`src/shared/dwps_regs.vh`:
```
// constants and register map of the debug watchpoint signalling block
// Operation
// watchpoints produced while internal or external debug mode bit is set
// watchpoints reported on a 22-bit output vector, lines 0 to 21
// event-output field watchpoints ignore both debug mode bits
// event configuration sets up sources even when primary enable is off
// line asserts whenever status would record event; no per-line enable
// debug session blocks status events except external inputs and outputs
// debug interrupt enable has no effect on watchpoint lines
// each line asserts in the cycle after its triggering event
// lines 0-3 instruction compares 1-4, lines 4-5 data compares 1-2
// lines 6 and 7 flag debug counter one and two reaching zero
// lines 8-9 instruction compares 5-6, lines 14-15 compares 7-8
// lines 10 and 11 flag external debug event inputs a and b
// writing 1 to event-output bits 0-3 asserts lines 12,13,20,21
// lines 16-19 flag interrupt, return, critical interrupt, critical return
// data compare fully disabled: loads and stores both trigger its line
// session starts at first debug entry, ends at go-with-exit release
// each line is a one-cycle pulse; all lines low during reset
`ifndef DWPS_REGS_VH
`define DWPS_REGS_VH
`define DWPS_NUM_LINES   22
`define DWPS_ADDR_W      8
// register byte offsets
`define DWPS_CTRL_OFF    8'h00
`define DWPS_EVOUT_OFF   8'h04
`define DWPS_STAT_OFF    8'h08
`define DWPS_INTST_OFF   8'h0c
`define DWPS_INTMSK_OFF  8'h10
`define DWPS_WATCH_OFF   8'h14
// control register fields
`define DWPS_CTRL_IDM    0
`define DWPS_CTRL_EDM    1
`define DWPS_CTRL_DAC1E  2
`define DWPS_CTRL_DAC2E  4
`define DWPS_CTRL_W      6
`define DWPS_CTRL_RST    6'h00
// status register fields
`define DWPS_STAT_SESS   0
// interrupt status fields
`define DWPS_INT_WATCH   0
`define DWPS_INT_SESS_ST 1
`define DWPS_INT_SESS_EN 2
`define DWPS_INT_W       3
`endif
```
`src/rtl/dwps_watchpoint.v`:
```
// debug watchpoint signalling block with apb register slave
//
// Added by the designer: the APB slave port and the register offsets.
`timescale 1ns/10ps
`include "dwps_regs.vh"
module dwps_watchpoint (
   // clock and reset
   input  wire        core_clk_i,
   input  wire        nrst_i,
   // apb slave
   input  wire        psel_i,
   input  wire        penable_i,
   input  wire        pwrite_i,
   input  wire [7:0]  paddr_i,
   input  wire [31:0] pwdata_i,
   output wire        pready_o,
   output wire        pslverr_o,
   output reg  [31:0] prdata_o,
   // core debug event sources, one-cycle pulses, then the debug interrupt enable level
   input  wire [7:0]  instr_addr_match_i,
   input  wire [1:0]  data_addr_match_i,
   input  wire [1:0]  data_match_is_store_i,
   input  wire [1:0]  dbg_counter_expire_i,
   input  wire        ext_event_in_a_i,
   input  wire        ext_event_in_b_i,
   input  wire        irq_taken_event_i,
   input  wire        irq_return_event_i,
   input  wire        crit_irq_taken_event_i,
   input  wire        crit_return_event_i,
   input  wire        dbg_irq_enable_i,
   // debug session control
   input  wire        debug_enter_i,
   input  wire        go_exit_i,
   // outputs
   output reg  [21:0] watch_pulse_vec_o,
   output wire        irq_o
);

   // register state
   reg  [`DWPS_CTRL_W-1:0]  dbg_ctrl_primary_reg;
   reg  [`DWPS_INT_W-1:0]   int_stat_reg;
   reg  [`DWPS_INT_W-1:0]   int_mask_reg;
   reg                      session_reg;
   reg  [3:0]               evout_pulse_reg;
   reg  [21:0]              watch_next;
   reg  [`DWPS_INT_W-1:0]   int_set;

   wire wr_en = psel_i & penable_i & pwrite_i;
   wire rd_en = psel_i & penable_i & ~pwrite_i;
   wire internal_dbg_mode = dbg_ctrl_primary_reg[`DWPS_CTRL_IDM];
   wire external_dbg_mode = dbg_ctrl_primary_reg[`DWPS_CTRL_EDM];
   wire mode_on = internal_dbg_mode | external_dbg_mode;
   wire [1:0] dac1_en = dbg_ctrl_primary_reg[`DWPS_CTRL_DAC1E+1 -:2];
   wire [1:0] dac2_en = dbg_ctrl_primary_reg[`DWPS_CTRL_DAC2E+1 -:2];
   // dbg_irq_enable_i is deliberately not used by any line
   wire unused_de = dbg_irq_enable_i;

   // zero-wait slave; every unmapped offset gives an error answer
   wire addr_ok = (paddr_i == `DWPS_CTRL_OFF)  ||
                  (paddr_i == `DWPS_EVOUT_OFF) ||
                  (paddr_i == `DWPS_STAT_OFF)  ||
                  (paddr_i == `DWPS_INTST_OFF) ||
                  (paddr_i == `DWPS_INTMSK_OFF)||
                  (paddr_i == `DWPS_WATCH_OFF);
   assign pready_o  = 1'b1;
   assign pslverr_o = psel_i & penable_i & ~addr_ok;
   assign irq_o     = |(int_stat_reg & int_mask_reg);

   // data compare gating: both enables off means any access qualifies
   function dac_hit;
      input       hit;
      input       is_store;
      input [1:0] en;  // bit0 load, bit1 store
      begin
         if (en == 2'b00) begin
            dac_hit = hit;
         end else begin
            dac_hit = hit & (is_store ? en[1] : en[0]);
         end
      end
   endfunction

   // line map; status-backed events masked in session and mode off
   always @* begin
      watch_next = 22'h000000;
      watch_next[3:0]   = instr_addr_match_i[3:0];
      watch_next[4]     = dac_hit(data_addr_match_i[0],
                             data_match_is_store_i[0], dac1_en);
      watch_next[5]     = dac_hit(data_addr_match_i[1],
                             data_match_is_store_i[1], dac2_en);
      watch_next[7:6]   = dbg_counter_expire_i;
      watch_next[9:8]   = instr_addr_match_i[5:4];
      watch_next[15:14] = instr_addr_match_i[7:6];
      watch_next[16]    = irq_taken_event_i;
      watch_next[17]    = irq_return_event_i;
      watch_next[18]    = crit_irq_taken_event_i;
      watch_next[19]    = crit_return_event_i;
      // status-backed lines blocked while a session runs
      if (session_reg | ~mode_on) begin
         watch_next = 22'h000000;
      end
      // external inputs pass during a session but need a mode bit
      watch_next[10] = ext_event_in_a_i & mode_on;
      watch_next[11] = ext_event_in_b_i & mode_on;
      // event-output lines: no mode or session qualification
      watch_next[12] = evout_pulse_reg[0];
      watch_next[13] = evout_pulse_reg[1];
      watch_next[20] = evout_pulse_reg[2];
      watch_next[21] = evout_pulse_reg[3];
   end

   // interrupt events
   always @* begin
      int_set = {`DWPS_INT_W{1'b0}};
      int_set[`DWPS_INT_WATCH]   = |watch_next;
      int_set[`DWPS_INT_SESS_ST] = debug_enter_i & ~session_reg;
      int_set[`DWPS_INT_SESS_EN] = go_exit_i & session_reg;
   end

   // registered outputs: one cycle after the event, single pulse per event
   always @(posedge core_clk_i or negedge nrst_i) begin
      if (!nrst_i) begin
         watch_pulse_vec_o <= 22'h000000;
      end else begin
         watch_pulse_vec_o <= watch_next;
      end
   end

   // event-output write makes a one-cycle pulse, then self-clears
   always @(posedge core_clk_i or negedge nrst_i) begin
      if (!nrst_i) begin
         evout_pulse_reg <= 4'h0;
      end else if (wr_en && paddr_i == `DWPS_EVOUT_OFF) begin
         evout_pulse_reg <= pwdata_i[3:0];
      end else begin
         evout_pulse_reg <= 4'h0;
      end
   end

   // session tracking: entry opens, go-with-exit closes
   always @(posedge core_clk_i or negedge nrst_i) begin
      if (!nrst_i) begin
         session_reg <= 1'b0;
      end else if (go_exit_i) begin
         session_reg <= 1'b0;
      end else if (debug_enter_i) begin
         session_reg <= 1'b1;
      end
   end

   // control and mask registers; compare config applies regardless of mode
   always @(posedge core_clk_i or negedge nrst_i) begin
      if (!nrst_i) begin
         dbg_ctrl_primary_reg <= `DWPS_CTRL_RST;
         int_mask_reg         <= {`DWPS_INT_W{1'b0}};
      end else if (wr_en) begin
         if (paddr_i == `DWPS_CTRL_OFF) begin
            dbg_ctrl_primary_reg <= pwdata_i[`DWPS_CTRL_W-1:0];
         end
         if (paddr_i == `DWPS_INTMSK_OFF) begin
            int_mask_reg <= pwdata_i[`DWPS_INT_W-1:0];
         end
      end
   end

   // sticky interrupt status, write one to clear; a new event wins
   always @(posedge core_clk_i or negedge nrst_i) begin
      if (!nrst_i) begin
         int_stat_reg <= {`DWPS_INT_W{1'b0}};
      end else if (wr_en && paddr_i == `DWPS_INTST_OFF) begin
         int_stat_reg <= (int_stat_reg & ~pwdata_i[`DWPS_INT_W-1:0])
                         | int_set;
      end else begin
         int_stat_reg <= int_stat_reg | int_set;
      end
   end

   // read data, registered at the end of the setup phase
   always @(posedge core_clk_i or negedge nrst_i) begin
      if (!nrst_i) begin
         prdata_o <= 32'h00000000;
      end else if (psel_i & ~penable_i & ~pwrite_i) begin
         case (paddr_i)
            `DWPS_CTRL_OFF:
               prdata_o <= {26'h0000000, dbg_ctrl_primary_reg};
            `DWPS_STAT_OFF:
               prdata_o <= {31'h00000000, session_reg};
            `DWPS_INTST_OFF:
               prdata_o <= {29'h00000000, int_stat_reg};
            `DWPS_INTMSK_OFF:
               prdata_o <= {29'h00000000, int_mask_reg};
            `DWPS_WATCH_OFF:
               prdata_o <= {10'h000, watch_pulse_vec_o};
            default:
               prdata_o <= 32'h00000000;  // event-output reads as zero
         endcase
      end
   end

   wire unused_rd = rd_en;
endmodule

```
`config.mk`:
```
export PLATFORM = sky130hd
export DESIGN_NAME = dwps_watchpoint
export DESIGN_NICKNAME = d
export VERILOG_FILES = /design/src/rtl/dwps_watchpoint.v
export VERILOG_INCLUDE_DIRS = /design/src /design/src/shared
export SDC_FILE = /design/constraint.sdc
export NUM_CORES = 1
export LEC_CHECK = 0
export BUFFER_PORTS_ARGS = -buffer_cell sky130_fd_sc_hd__buf_2
export CORE_MARGIN = 2
export CORE_UTILIZATION = 46
export DETAILED_ROUTE_END_ITERATION = 10
export GPL_ROUTABILITY_DRIVEN = 1
export MAX_ROUTING_LAYER = met4
export PLACE_DENSITY = 0.8
export SYNTH_ARGS = -nofsm -noshare
export SYNTH_HDL_FRONTEND = slang
export SYNTH_SLANG_ARGS = --single-unit
```
`constraint.sdc`:
```
create_clock -name core_clk_i -period 2.5 [get_ports core_clk_i]
set_clock_uncertainty 0.1 [all_clocks]
set_input_delay 0.5 -clock core_clk_i [delete_from_list [all_inputs] [get_ports core_clk_i]]
set_output_delay 0.5 -clock core_clk_i [all_outputs]
set_load 0.05 [all_outputs]
```
-- Word-level counts from Yosys, hierarchy flattened
Index checks and enable logic that the tools add are counted.
- muxes and demuxes: 10
- equal/unequal tests: 5
- bitwise logic cells: 23
- reduce and logical (&&, ||, !) cells: 15
- operators by type and width (cell ; count):
    22-bit one-hot mux with 5 select lines ; 1
    22-bit OR reduction ; 1
    20-bit 2-to-1 mux ; 1
    8-bit by 4-bit == test with 1-bit output, second input constant ; 2
    8-bit by 5-bit == test with 1-bit output, second input constant ; 2
    1-bit bitwise AND ; 11
    8-bit by 3-bit == test with 1-bit output, second input constant ; 1
    8-bit zero test ; 1
    3-bit bitwise AND ; 2
    1-bit 2-to-1 mux ; 6
    3-bit OR ; 2
    1-bit logical OR ; 5
    1-bit NOT ; 5
    2-bit zero test ; 2
    4-bit 2-to-1 mux ; 1
    2-bit AND reduction ; 2
    3-bit 2-to-1 mux ; 1
    3-bit NOT ; 1
    3-bit OR reduction ; 1
    1-bit logical AND ; 2
    1-bit OR ; 2
    2-bit nonzero test ; 1
- output and inout port bits: 57
- logic and storage cells: 60
- bits in registers: 71
- input port bits: 68

-- Depth between registers and ports, before layout
Gate-level depths: netlist (run 1).
- depth after elaboration: 8
- mapped depth: 5
- mapped depth without buffers: 4

-- Worst setup path after synthesis (run 1)
No wires, ideal clock.
- path type: input to output
- start point: input port paddr_i[5]
- end point: output port pslverr_o
- stages on the path: 4
- path slack: 0.213 ns
- data required time: 1.900 ns
- path buffers: 1
- arrival time: 1.687 ns
- path through: or3_1 > clkbuf_1 > a21oi_1 > a21oi_1
- word-level cells in the longest chain between the ends: 8
- elaborated cells on any way between the ends: 13
- those cells by class: eq/ne: 5; bitwise: 2; reduce/logical: 6
- ends and longest elaborated chain (item ; RTL line ; RTL):
    start, declared ; dwps_watchpoint.v:14 ; input wire [7:0] paddr_i,
    8-bit by 3-bit == test with 1-bit output (no line) / 8-bit zero test (equally long branches) ; n/a ;
    1-bit logical OR (4 in series) ; dwps_watchpoint.v:59 ; wire addr_ok = (paddr_i == `DWPS_CTRL_OFF) ||
    1-bit logical OR (*) ; dwps_watchpoint.v:59 ;
    1-bit NOT (*) ; dwps_watchpoint.v:66 ; assign pslverr_o = psel_i & penable_i & ~addr_ok;
    1-bit bitwise AND (*) ; dwps_watchpoint.v:66 ;
    end, declared ; dwps_watchpoint.v:17 ; output wire pslverr_o,
Mark *: on every way between the ends. The rest lies on a longest branch, timed or not.

-- Final worst setup path (run 1)
Same ends and word-level chain as after synthesis.

==> results by group, run 1 <==
Outcome
  • Status: finished, final reports clean

Critical path
  • Slowest CP cell: or3_1
  • Critical Path RT: roughly 1.9 ns
  • Crit path buffers/inverters: 2
  • Worst path max stage delay: 0.50 ns
  • Worst-case reg-to-reg path depth: 4
  • RR Startpoint: dbg_ctrl_primary_reg[2]$_DFFE_PN0P_
  • Worst setup path endpoint: pslverr_o
  • Critical path depth in cells: 5
  • Crit end category: output port
  • Reg2reg setup slack: between 0.4 and 0.5 ns
  • WS Path Type: in -> out
  • CP max FO: 7
  • Critical Path AT: roughly 1.6 ns
  • Top delay family on crit path: simple AND/OR/NAND/NOR gates
  • Worst path cell trace: buf_2 -> or3_1 -> a21oi_1 -> a21oi_1 -> buf_2
  • R2R Path End: int_stat_reg[0]$_DFF_PN0_
  • CP Launch Point: paddr_i[5]
  • Worst Setup Start Kind: input pin

Synthesis
  • Syn Area/Cell: 12.2 µm²
  • Synth top area cells: dfrtp_1, a22o_1, and2_1
  • Mapped Cells: 211
  • Register area share after synthesis: about three fifths
  • Synthesized area: between 2000 and 3000 µm²
  • Synth Area in XOR/XNOR: 0%
  • Ys async rst share: 100%
  • Count of different cell masters after synthesis: 40
  • Warnings from Yosys: 0
  • Adder-cell share of the synthesized area: 0%
  • Flops & latches, synth: between 60 and 70
  • Post-Synth Simple-Gate Area: roughly 17%
  • Post-synth EDFFs: 0
  • Top_reg_cell synth: dfrtp_1
  • Synth Area in Compound Gates: about an eighth
  • Post-synth top area share: approximately three fifths
  • Post-synthesis mux area share: 5.50%
  • Largest family of logic cells by synthesized area: simple AND/OR/NAND/NOR gates
  • Synth area leader: dfrtp_1

Die
  • Die X-Extent: between 70 and 80 µm
  • Core area: around 5400 µm²
  • FP Rows: 27
  • Die ar.: 6200 µm²
  • # IOs: ~130
  • Die height: 78.8 µm
  • Initial Utilization: between 40% and 50%

Finish
  • Layout Cells excl Fill: between 300 and 400
  • Share of layout cells above drive strength 1: roughly two fifths
  • Antenna cell count: 0
  • Area Overhead vs Synth: 27.4%
  • Fill cell count: 456
  • Nets@finish: 370
  • Post-route design area: approximately 3300 µm²

Job
  • Max Cap Violations: 0

Global routing
  • Global Route Usage Sum: 21.7%
  • Initial antenna violation count: 0
  • GRT Residual Overflow: 0
  • Vias in the first global route: just over 2000
  • Largest net degree at the start of global routing: 33
  • First-pass GRT wire length: about 9700 µm

Routing
  • DRT iter0 DRCs: 69
  • Via count: between 1500 and 2000
  • Drt total wl: 5970 µm
  • WL/cell: 15.7 µm
  • Vias/cell: between 5 and 6
  • Routed Antenna Nets: 0
  • Drt pass-1 iters: 4
  • Final routed DRC violation total: 0

Power
  • Worst VDD drop: between 400 and 500 µV
  • Leakage: around 0.0018 µW
  • Pwr dens: between 600 and 700 nW/µm²

Clocking
  • Hold Buf Count CTS: 0
  • Num CTS Buffers: 9
  • Clock Latency Late Sink: 0.34 ns
  • Cts repair resizes: 0
  • Root buffer cell: clkbuf_8
  • Longest Clk Path Bufs: 2
  • Clock transition at the registers of the reported paths: 0.07 ns
  • CTS tree: built
  • CTS H-Tree Depth: 3
  • Clock sink total: just over 60
  • Post-CTS Setup Repair Bufs: 0

Min path
  • Hold crit path type: in -> async

STA
  • Final hold vios: 0
  • Slew Limit Fails: 0
  • Final Cycle Share: between 80% and 90%
  • Slew headroom: about 56%
  • Setup Viol. Count Final: 0
  • RSZ-0062 raised after global routing: false
  • Fin crit period: approximately 2.2 ns
  • Slew @ Worst Pin: ~0.66 ns
  • Setup TNS: 0 ns
  • Fmax: between 400 and 500 MHz

Placed design
  • DPL Wire Length: about 4500 µm
  • Port Buf Inserts: 86
  • Dpl cell area: approximately 3000 µm²
  • Routability cong.: 0.850
  • Placed cell count: around 360
cells in the mapped netlist, drive strengths merged, types with 2 or more instances:
| cell type | number |
|---|---|
| dfrtp | 61 |
| a22o | 18 |
| and2 | 18 |
| buf | 14 |
| nand2 | 11 |
| mux2 | 9 |
| nor2 | 7 |
| clkbuf | 6 |
| nor4 | 6 |
| o21ai | 6 |
| a22oi | 5 |
| or4 | 5 |
| a21oi | 4 |
| mux2i | 4 |
| nand3 | 4 |
| nor2b | 4 |
| nor3 | 4 |
| inv | 3 |
| or3b | 3 |
| conb | 2 |
| nand2b | 2 |
| o22a | 2 |
| or3 | 2 |
layout make-up:
class | count | area, µm² | area share, %
repair buffers | 91 | 468 | 14.3
multi-input cells | 136 | 935 | 28.5
flip-flops and latches | 61 | 1530 | 46.6
clock inverters | 7 | 121 | 3.71
well taps | 72 | 90.1 | 2.75
inverters | 3 | 11.3 | 0.344
clock buffers | 9 | 124 | 3.78
layer usage:
metal	wire length, µm	track usage (%)	vias up
met5	0	-	-
met4	199	14.2	0
met3	369	4.20	18
met2	2990	32.6	85
met1	2420	26.9	963
li1	-	-	921
layout by cell type (no fill, tap or decap), types with 2 or more instances in the layout:
cell type / synthesis / final
dfrtp_1: 61 / 61
o22a_1: 2 / 2
buf_4: 11 / 5
nor3_1: 4 / 4
nand2b_1: 2 / 2
nor2_1: 7 / 7
a21oi_1: 4 / 4
and2_1: 18 / 18
inv_6: 0 / 2
a22oi_1: 5 / 5
nand2_1: 11 / 11
bufinv_16: 0 / 3
inv_1: 3 / 3
clkbuf_8: 0 / 9
o21ai_0: 6 / 6
nor2b_1: 4 / 4
or3b_1: 2 / 2
nor4_1: 4 / 4
nand3_1: 4 / 4
buf_2: 1 / 86
mux2_2: 9 / 9
mux2i_1: 4 / 4
or3_1: 2 / 2
conb_1: 2 / 11
a22o_1: 18 / 18
or4_1: 4 / 4
cells by family (layout without fill, tap and decap cells):
family,Yosys count,after routing
other cells,2,11
compound gates,41,41
simple gates,71,71
mux,13,13
buf+inv,23,110
flops,61,61
worst min path at each step:
| stage | endpoint | cells past startpoint | start | slack, ns |
|---|---|---|---|---|
| 2_1_floorplan | dbg_ctrl_primary_reg[0]$_DFFE_PN0P_ | 0 | nrst_i | 0.10 |
| 5_1_grt | prdata_o[15]$_DFFE_PN0P_ | 1 | nrst_i | 0.12 |
| 6_report | prdata_o[15]$_DFFE_PN0P_ | 1 | nrst_i | 0.07 |
| 4_1_cts | watch_pulse_vec_o[15]$_DFF_PN0_ | 1 | nrst_i | 0.09 |
| 3_3_place_gp | watch_pulse_vec_o[13]$_DFF_PN0_ | 0 | evout_pulse_reg[1]$_DFF_PN0_ | 0.25 |
| 3_5_place_dp | watch_pulse_vec_o[12]$_DFF_PN0_ | 0 | evout_pulse_reg[0]$_DFF_PN0_ | 0.26 |
metrics by stage:
step	total power (µW)	setup WS (ns)	utilization [%]	hold WS, ns
3_5_place_dp	1200	0.319	55.7	0.258
4_1_cts	2270	0.322	60.2	0.0936
3_3_place_gp	1190	0.329	55.7	0.254
5_1_grt	2340	0.254	60.2	0.124
6_report	2250	0.314	60.2	0.0719
2_1_floorplan	1130	0.213	-	0.104
where the power goes:
group	switching, µW	internal, µW
clock network	408	668
registers	8.71	996
logic	123	49.8
total	540	1710
worst reg2reg max path: stages (launching register included):
cell     delay (ns)
dfrtp_1        0.42
or3b_1         0.39
and4_4         0.19
or4_1          0.52
a211o_1        0.27
(Power assumes the default switching activity.)
==> run 2: changes to the inputs <==
--- a/config.mk
+++ b/config.mk
@@ -7,6 +7,7 @@
 export NUM_CORES = 1
 export LEC_CHECK = 0
 export BUFFER_PORTS_ARGS = -buffer_cell sky130_fd_sc_hd__buf_2
+export CORE_ASPECT_RATIO = 0.8
 export CORE_MARGIN = 2
 export CORE_UTILIZATION = 46
 export DETAILED_ROUTE_END_ITERATION = 10
==> run 2 against run 1 <==
Sequential power is essentially flat. Final cell count grew 1.1%. Total power shrank 11%. Worst setup slack gained 0.027 ns. Utilization shrank 1.1 points. First-iteration DRC count grew 150%. Non-clock buffer count shrank 2. Hold slack gained 0.13 ns. Critical path depth is the same. Largest cell class unchanged.
==> results by group, run 2 (synthesis gave the netlist of run 1 again) <==
Outcome
  • Status: finished, final reports clean (unchanged)

Critical path
  • Reg2reg setup slack: 0.49 ns (about the same)
  • Critical Path AT: 1.56 ns (was 1.59 ns)
  • CP max FO: 7 (unchanged)
  • Worst Setup Start Kind: input pin (unchanged)
  • Slowest CP cell: or3_1 (unchanged)
  • Worst path cell trace: buf_2 -> or3_1 -> a21oi_1 -> a21oi_1 -> buf_2 (unchanged)
  • WS Path Type: in -> out (unchanged)
  • Worst path max stage delay: 0.50 ns (about the same)
  • Crit end category: output port (unchanged)
  • Critical Path RT: 1.90 ns (about the same)
  • Top delay family on crit path: simple AND/OR/NAND/NOR gates (unchanged)
  • Crit path buffers/inverters: 2 (unchanged)

Routing
  • Routed Antenna Nets: 0 (unchanged)
  • Vias/cell: 5.11 (was 5.24)
  • Drt total wl: 5850 µm (was 5970 µm)
  • WL/cell: 15.3 µm (was 15.7 µm)
  • Final routed DRC violation total: 0 (unchanged)
  • Via count: 1959 (was 1987)
  • DRT iter0 DRCs: 170 (was 69)
  • Drt pass-1 iters: 4 (unchanged)

Finish
  • Antenna cell count: 0 (unchanged)
  • Commonest cells after routing, fill and taps aside: buf_2, dfrtp_1, and2_1, a22o_1 (unchanged)
  • Commonest non-fill, non-tap cell in the layout: buf_2 (unchanged)
  • Share of layout cells above drive strength 1: 39.0% (was 39.7%)
  • Post-route design area: 3210 µm² (was 3280 µm²)
  • Area Overhead vs Synth: 25.0% (was 27.4%)
  • Nets@finish: 368 (was 370)

Clocking
  • Clock Latency Late Sink: 0.33 ns (was 0.34 ns)
  • CTS tree: built (unchanged)
  • Hold Buf Count CTS: 0 (unchanged)
  • Clock transition at the registers of the reported paths: 0.06 ns (was 0.07 ns)
  • Post-CTS Setup Repair Bufs: 0 (unchanged)
  • Cts repair resizes: 0 (unchanged)
  • Root buffer cell: clkbuf_8 (unchanged)
  • Longest Clk Path Bufs: 2 (unchanged)
  • Clock sink total: 61 (unchanged)
  • Num CTS Buffers: 9 (unchanged)
  • CTS H-Tree Depth: 3 (unchanged)

Die
  • # IOs: 125 (unchanged)
  • Die height: 70.9 µm (was 78.8 µm)
  • Initial Utilization: 47.3% (about the same)
  • FP Rows: 24 (was 27)
  • Die ar.: 6210 µm² (was 6200 µm²)
  • Die X-Extent: 87.6 µm (was 78.8 µm)
  • Core area: 5440 µm² (about the same)

Placed design
  • DPL Wire Length: 4390 µm (was 4540 µm)
  • Dpl cell area: 3020 µm² (was 3030 µm²)
  • Port Buf Inserts: 86 (unchanged)
  • Routability cong.: 0.888 (was 0.850)

Global routing
  • Initial antenna violation count: 0 (unchanged)
  • First-pass GRT wire length: 9430 µm (was 9720 µm)
  • GRT Residual Overflow: 0 (unchanged)
  • Vias in the first global route: 1929 (was 2011)
  • Largest net degree at the start of global routing: 62 (was 33)
  • Global Route Usage Sum: 21.2% (was 21.7%)

STA
  • Setup Viol. Count Final: 0 (unchanged)
  • Slew @ Worst Pin: 0.721 ns (was 0.655 ns)
  • RSZ-0062 raised after global routing: false (unchanged)
  • Fmax: 463 MHz (was 457 MHz)
  • Fin crit period: 2.16 ns (was 2.19 ns)
  • Slew headroom: 52.0% (was 56.3%)
  • Final Cycle Share: 86.4% (was 87.4%)
  • Setup TNS: 0 ns (unchanged)
  • Slew Limit Fails: 0 (unchanged)
  • Final hold vios: 0 (unchanged)

Power
  • Leakage: 0.00172 µW (was 0.00176 µW)
  • Worst VDD drop: 376 µV (was 466 µV)
  • Pwr dens: 624 nW/µm² (was 688 nW/µm²)

Job
  • Max Cap Violations: 0 (unchanged)

Min path
  • Hold crit path type: in -> async (unchanged)
run 2: cell types whose count changed in the layout (fill, tap and decap cells not counted), sizes merged:
cell / delta
buf: -2
bufinv: -2
clkinvlp: +2
inv: -2
clkbuf: +1
clkinv: +1
run 2: report_power, final:
part	internal [µW]	total [µW]	switching, µW
combinational	47.7	170	122
clock	458	832	375
sequential	996	1000	8.71
run 2: routing by layer:
| layer | GRT usage (%) | vias to the layer above | wire length [µm] | part of all wire (%) |
|---|---|---|---|---|
| li1 | - | 916 | - | - |
| met3 | 8.98 | 16 | 481 | 8.2 |
| met1 | 26.7 | 950 | 2490 | 43 |
| met5 | - | - | 0 | 0 |
| met4 | 8.72 | 0 | 128 | 2.2 |
| met2 | 30.0 | 77 | 2750 | 47 |
run 2: path summary, 6_finish.rpt:
check,startpoint,endpoint,cells after the start
setup / recovery,paddr_i[5],pslverr_o,5
setup reg to reg,dbg_ctrl_primary_reg[2]$_DFFE_PN0P_,int_stat_reg[0]$_DFF_PN0_,4
max in group asynchronous,nrst_i,int_stat_reg[1]$_DFF_PN0_,2
hold reg to reg,evout_pulse_reg[3]$_DFF_PN0_,watch_pulse_vec_o[21]$_DFF_PN0_,0
hold / removal,nrst_i,watch_pulse_vec_o[8]$_DFF_PN0_,2
min in group core_clk_i,go_exit_i,session_reg$_DFFE_PN0P_,2
run 2: worst register-to-register path, stage by stage (launching register included):
cell	delay [ns]
dfrtp_1	0.42
or3b_1	0.40
and4_4	0.19
or4_1	0.51
a211o_1	0.27
run 2: cell type report:
| class | instances | area [µm²] |
|---|---|---|
| fill | 488 | 2220 |
| sequential | 61 | 1530 |
| multi-input combinational | 136 | 935 |
| timing repair buffer | 89 | 453 |
| clock buffer | 10 | 128 |
| tap | 78 | 97.6 |
| clock inverter | 6 | 63.8 |
| inverter | 3 | 11.3 |
run 2: through the flow:
stage                     worst slack [ns]  power, µW  hold slack, ns  util [%]  cells
after global placement               0.273       1190           0.258      55.6    367
after detailed placement             0.235       1190           0.257      55.6    367
after global routing                 0.281       2090           0.244      59.1    383
after CTS                            0.346       2030           0.224      59.1    383
final                                0.341       2010           0.204      59.1    383
after floorplan                      0.213       1130           0.104         -    220
==> run 3: changes to the inputs <==
==> constraint.sdc (replaced) <==
create_clock -name core_clk_i -period 2.5 [get_ports core_clk_i]
set_clock_uncertainty 0.1 [all_clocks]
set_input_delay 0.5 -clock core_clk_i [delete_from_list [all_inputs] [get_ports core_clk_i]]
set_output_delay 0.5 -clock core_clk_i [all_outputs]
set_load 0.005 [all_outputs]
==> run 3 against run 2 <==
Critical path depth is the same. Critical endpoint unchanged. Count of clock-buffer cells in the layout increased by 2. Non-clock buffer count is the same. Hold slack better by 0.0048 ns. First-iteration DRC count is 5.9% higher.
==> results by group, run 3 (synthesis gave the netlist of run 1 again) <==
STA
  • Setup Viol. Count Final: 0 (unchanged)
  • Final Cycle Share: 82.7% (was 86.4%)
  • Slew Limit Fails: 0 (unchanged)
  • Worst setup margin: 0.432 ns (was 0.341 ns)
  • Slew headroom: 51.0% (was 52.0%)
  • Setup TNS: 0 ns (unchanged)
  • Final hold vios: 0 (unchanged)
  • Fmax: 484 MHz (was 463 MHz)
  • Fin crit period: 2.07 ns (was 2.16 ns)
  • RSZ-0062 raised after global routing: false (unchanged)
  • Slew @ Worst Pin: 0.735 ns (was 0.721 ns)

Die
  • Die X-Extent: 87.6 µm (unchanged)
  • Initial Utilization: 47.3% (unchanged)
  • FP Rows: 24 (unchanged)
  • Core area: 5440 µm² (unchanged)
  • Die ar.: 6210 µm² (unchanged)
  • # IOs: 125 (unchanged)
  • Die height: 70.9 µm (unchanged)

Clocking
  • Post-CTS Setup Repair Bufs: 0 (unchanged)
  • Cts repair resizes: 0 (unchanged)
  • Hold Buf Count CTS: 0 (unchanged)
  • CTS tree: built (unchanged)
  • Clock transition at the registers of the reported paths: 0.06 ns (about the same)
  • CTS H-Tree Depth: 3 (unchanged)
  • Clock sink total: 61 (unchanged)
  • Longest Clk Path Bufs: 2 (unchanged)
  • Root buffer cell: clkbuf_8 (unchanged)
  • Clock Latency Late Sink: 0.34 ns (was 0.33 ns)
  • Num CTS Buffers: 9 (unchanged)

Global routing
  • Largest net degree at the start of global routing: 62 (unchanged)
  • Initial antenna violation count: 0 (unchanged)
  • GRT Residual Overflow: 0 (unchanged)
  • Vias in the first global route: 1795 (was 1929)
  • Global Route Usage Sum: 19.5% (was 21.2%)
  • First-pass GRT wire length: 8740 µm (was 9430 µm)

Routing
  • Drt total wl: 5570 µm (was 5850 µm)
  • Via count: 1937 (was 1959)
  • Routed Antenna Nets: 0 (unchanged)
  • DRT iter0 DRCs: 180 (was 170)
  • Final routed DRC violation total: 0 (unchanged)
  • Drt pass-1 iters: 4 (unchanged)
  • Vias/cell: 5.06 (was 5.11)
  • WL/cell: 14.6 µm (was 15.3 µm)

Finish
  • Post-route design area: 3250 µm² (was 3210 µm²)
  • Area Overhead vs Synth: 26.3% (was 25.0%)
  • Commonest cells after routing, fill and taps aside: buf_2, dfrtp_1, and2_1, a22o_1 (unchanged)
  • Nets@finish: 368 (unchanged)
  • Commonest non-fill, non-tap cell in the layout: buf_2 (unchanged)
  • Fill cell count: 459 (was 488)
  • Layout Cells excl Fill: 383 (unchanged)
  • Share of layout cells above drive strength 1: 39.0% (unchanged)
  • Antenna cell count: 0 (unchanged)

Critical path
  • Critical Path RT: 1.90 ns (about the same)
  • R2R Path End: int_stat_reg[0]$_DFF_PN0_ (unchanged)
  • Reg2reg setup slack: 0.53 ns (was 0.49 ns)
  • CP max FO: 7 (unchanged)
  • Worst setup path endpoint: pslverr_o (unchanged)
  • Crit end category: output port (unchanged)
  • Critical Path AT: 1.47 ns (was 1.56 ns)
  • Worst Setup Start Kind: input pin (unchanged)
  • RR Startpoint: dbg_ctrl_primary_reg[2]$_DFFE_PN0P_ (unchanged)
  • CP Launch Point: paddr_i[5] (unchanged)
  • Worst-case reg-to-reg path depth: 4 (unchanged)
  • WS Path Type: in -> out (unchanged)

Placed design
  • Setup WS pre-CTS: 0.251 ns (was 0.235 ns)
  • Dpl cell area: 3020 µm² (unchanged)
  • DPL Wire Length: 4290 µm (was 4390 µm)
  • Placed cell count: 367 (unchanged)
  • Routability cong.: 0.890 (was 0.888)
  • Port Buf Inserts: 86 (unchanged)

Power
  • Worst VDD drop: 389 µV (was 376 µV)
  • PnR Total Power: 2090 µW (was 2010 µW)
  • Leakage: 0.00174 µW (was 0.00172 µW)
  • Pwr dens: 644 nW/µm² (was 624 nW/µm²)

Min path
  • Hold crit path type: in -> async (unchanged)

Outcome
  • Status: finished, final reports clean (unchanged)

Job
  • Max Cap Violations: 0 (unchanged)
run 3: cell count changes in the layout (fill, tap and decap cells not counted):
cell	delta
clkbuf_8	+2
clkinvlp_4	-2
bufinv_16	+1
clkinv_4	-1
run 3: final cells by class:
| class | instances | area (µm²) | area share [%] |
|---|---|---|---|
| clock buffer | 12 | 155 | 4.78 |
| clock inverter | 4 | 70.1 | 2.16 |
| inverter | 3 | 11.3 | 0.347 |
| multi-input combinational | 136 | 935 | 28.8 |
| sequential | 61 | 1530 | 47.0 |
| tap | 78 | 97.6 | 3.00 |
| timing repair buffer | 89 | 453 | 13.9 |
run 3: critical path: stages:
cell	delay [ns]
buf_2	0.10
or3_1	0.50
a21oi_1	0.17
a21oi_1	0.08
buf_2	0.12
run 3: worst min-delay path by stage:
stage,startpoint,to,slack [ns],cells after the start
floorplan,nrst_i,dbg_ctrl_primary_reg[0]$_DFFE_PN0P_,0.10,0
global placement,evout_pulse_reg[1]$_DFF_PN0_,watch_pulse_vec_o[13]$_DFF_PN0_,0.26,0
detailed placement,evout_pulse_reg[3]$_DFF_PN0_,watch_pulse_vec_o[21]$_DFF_PN0_,0.26,0
CTS,go_exit_i,session_reg$_DFFE_PN0P_,0.21,2
global route,go_exit_i,session_reg$_DFFE_PN0P_,0.23,2
finish,nrst_i,watch_pulse_vec_o[8]$_DFF_PN0_,0.21,2
run 3: power by group:
group	internal, µW	switching, µW
clock	612	356
sequential	997	8.15
combinational	47.5	71.2
run 3: through the flow:
stage                     hold WS, ns  utilization (%)
after floorplan                 0.104                -
final                           0.209             59.8
after global routing            0.231             59.8
after detailed placement        0.261             55.6
after CTS                       0.214             59.8
after global placement          0.257             55.6
run 3: routing by layer:
| metal | up-vias | global-route usage (%) | wire [µm] |
|---|---|---|---|
| li1 | 920 | - | - |
| met1 | 934 | 26.1 | 2570 |
| met2 | 75 | 27.5 | 2540 |
| met3 | 8 | 7.47 | 378 |
| met4 | 0 | 6.15 | 85 |
| met5 | - | - | 0 |
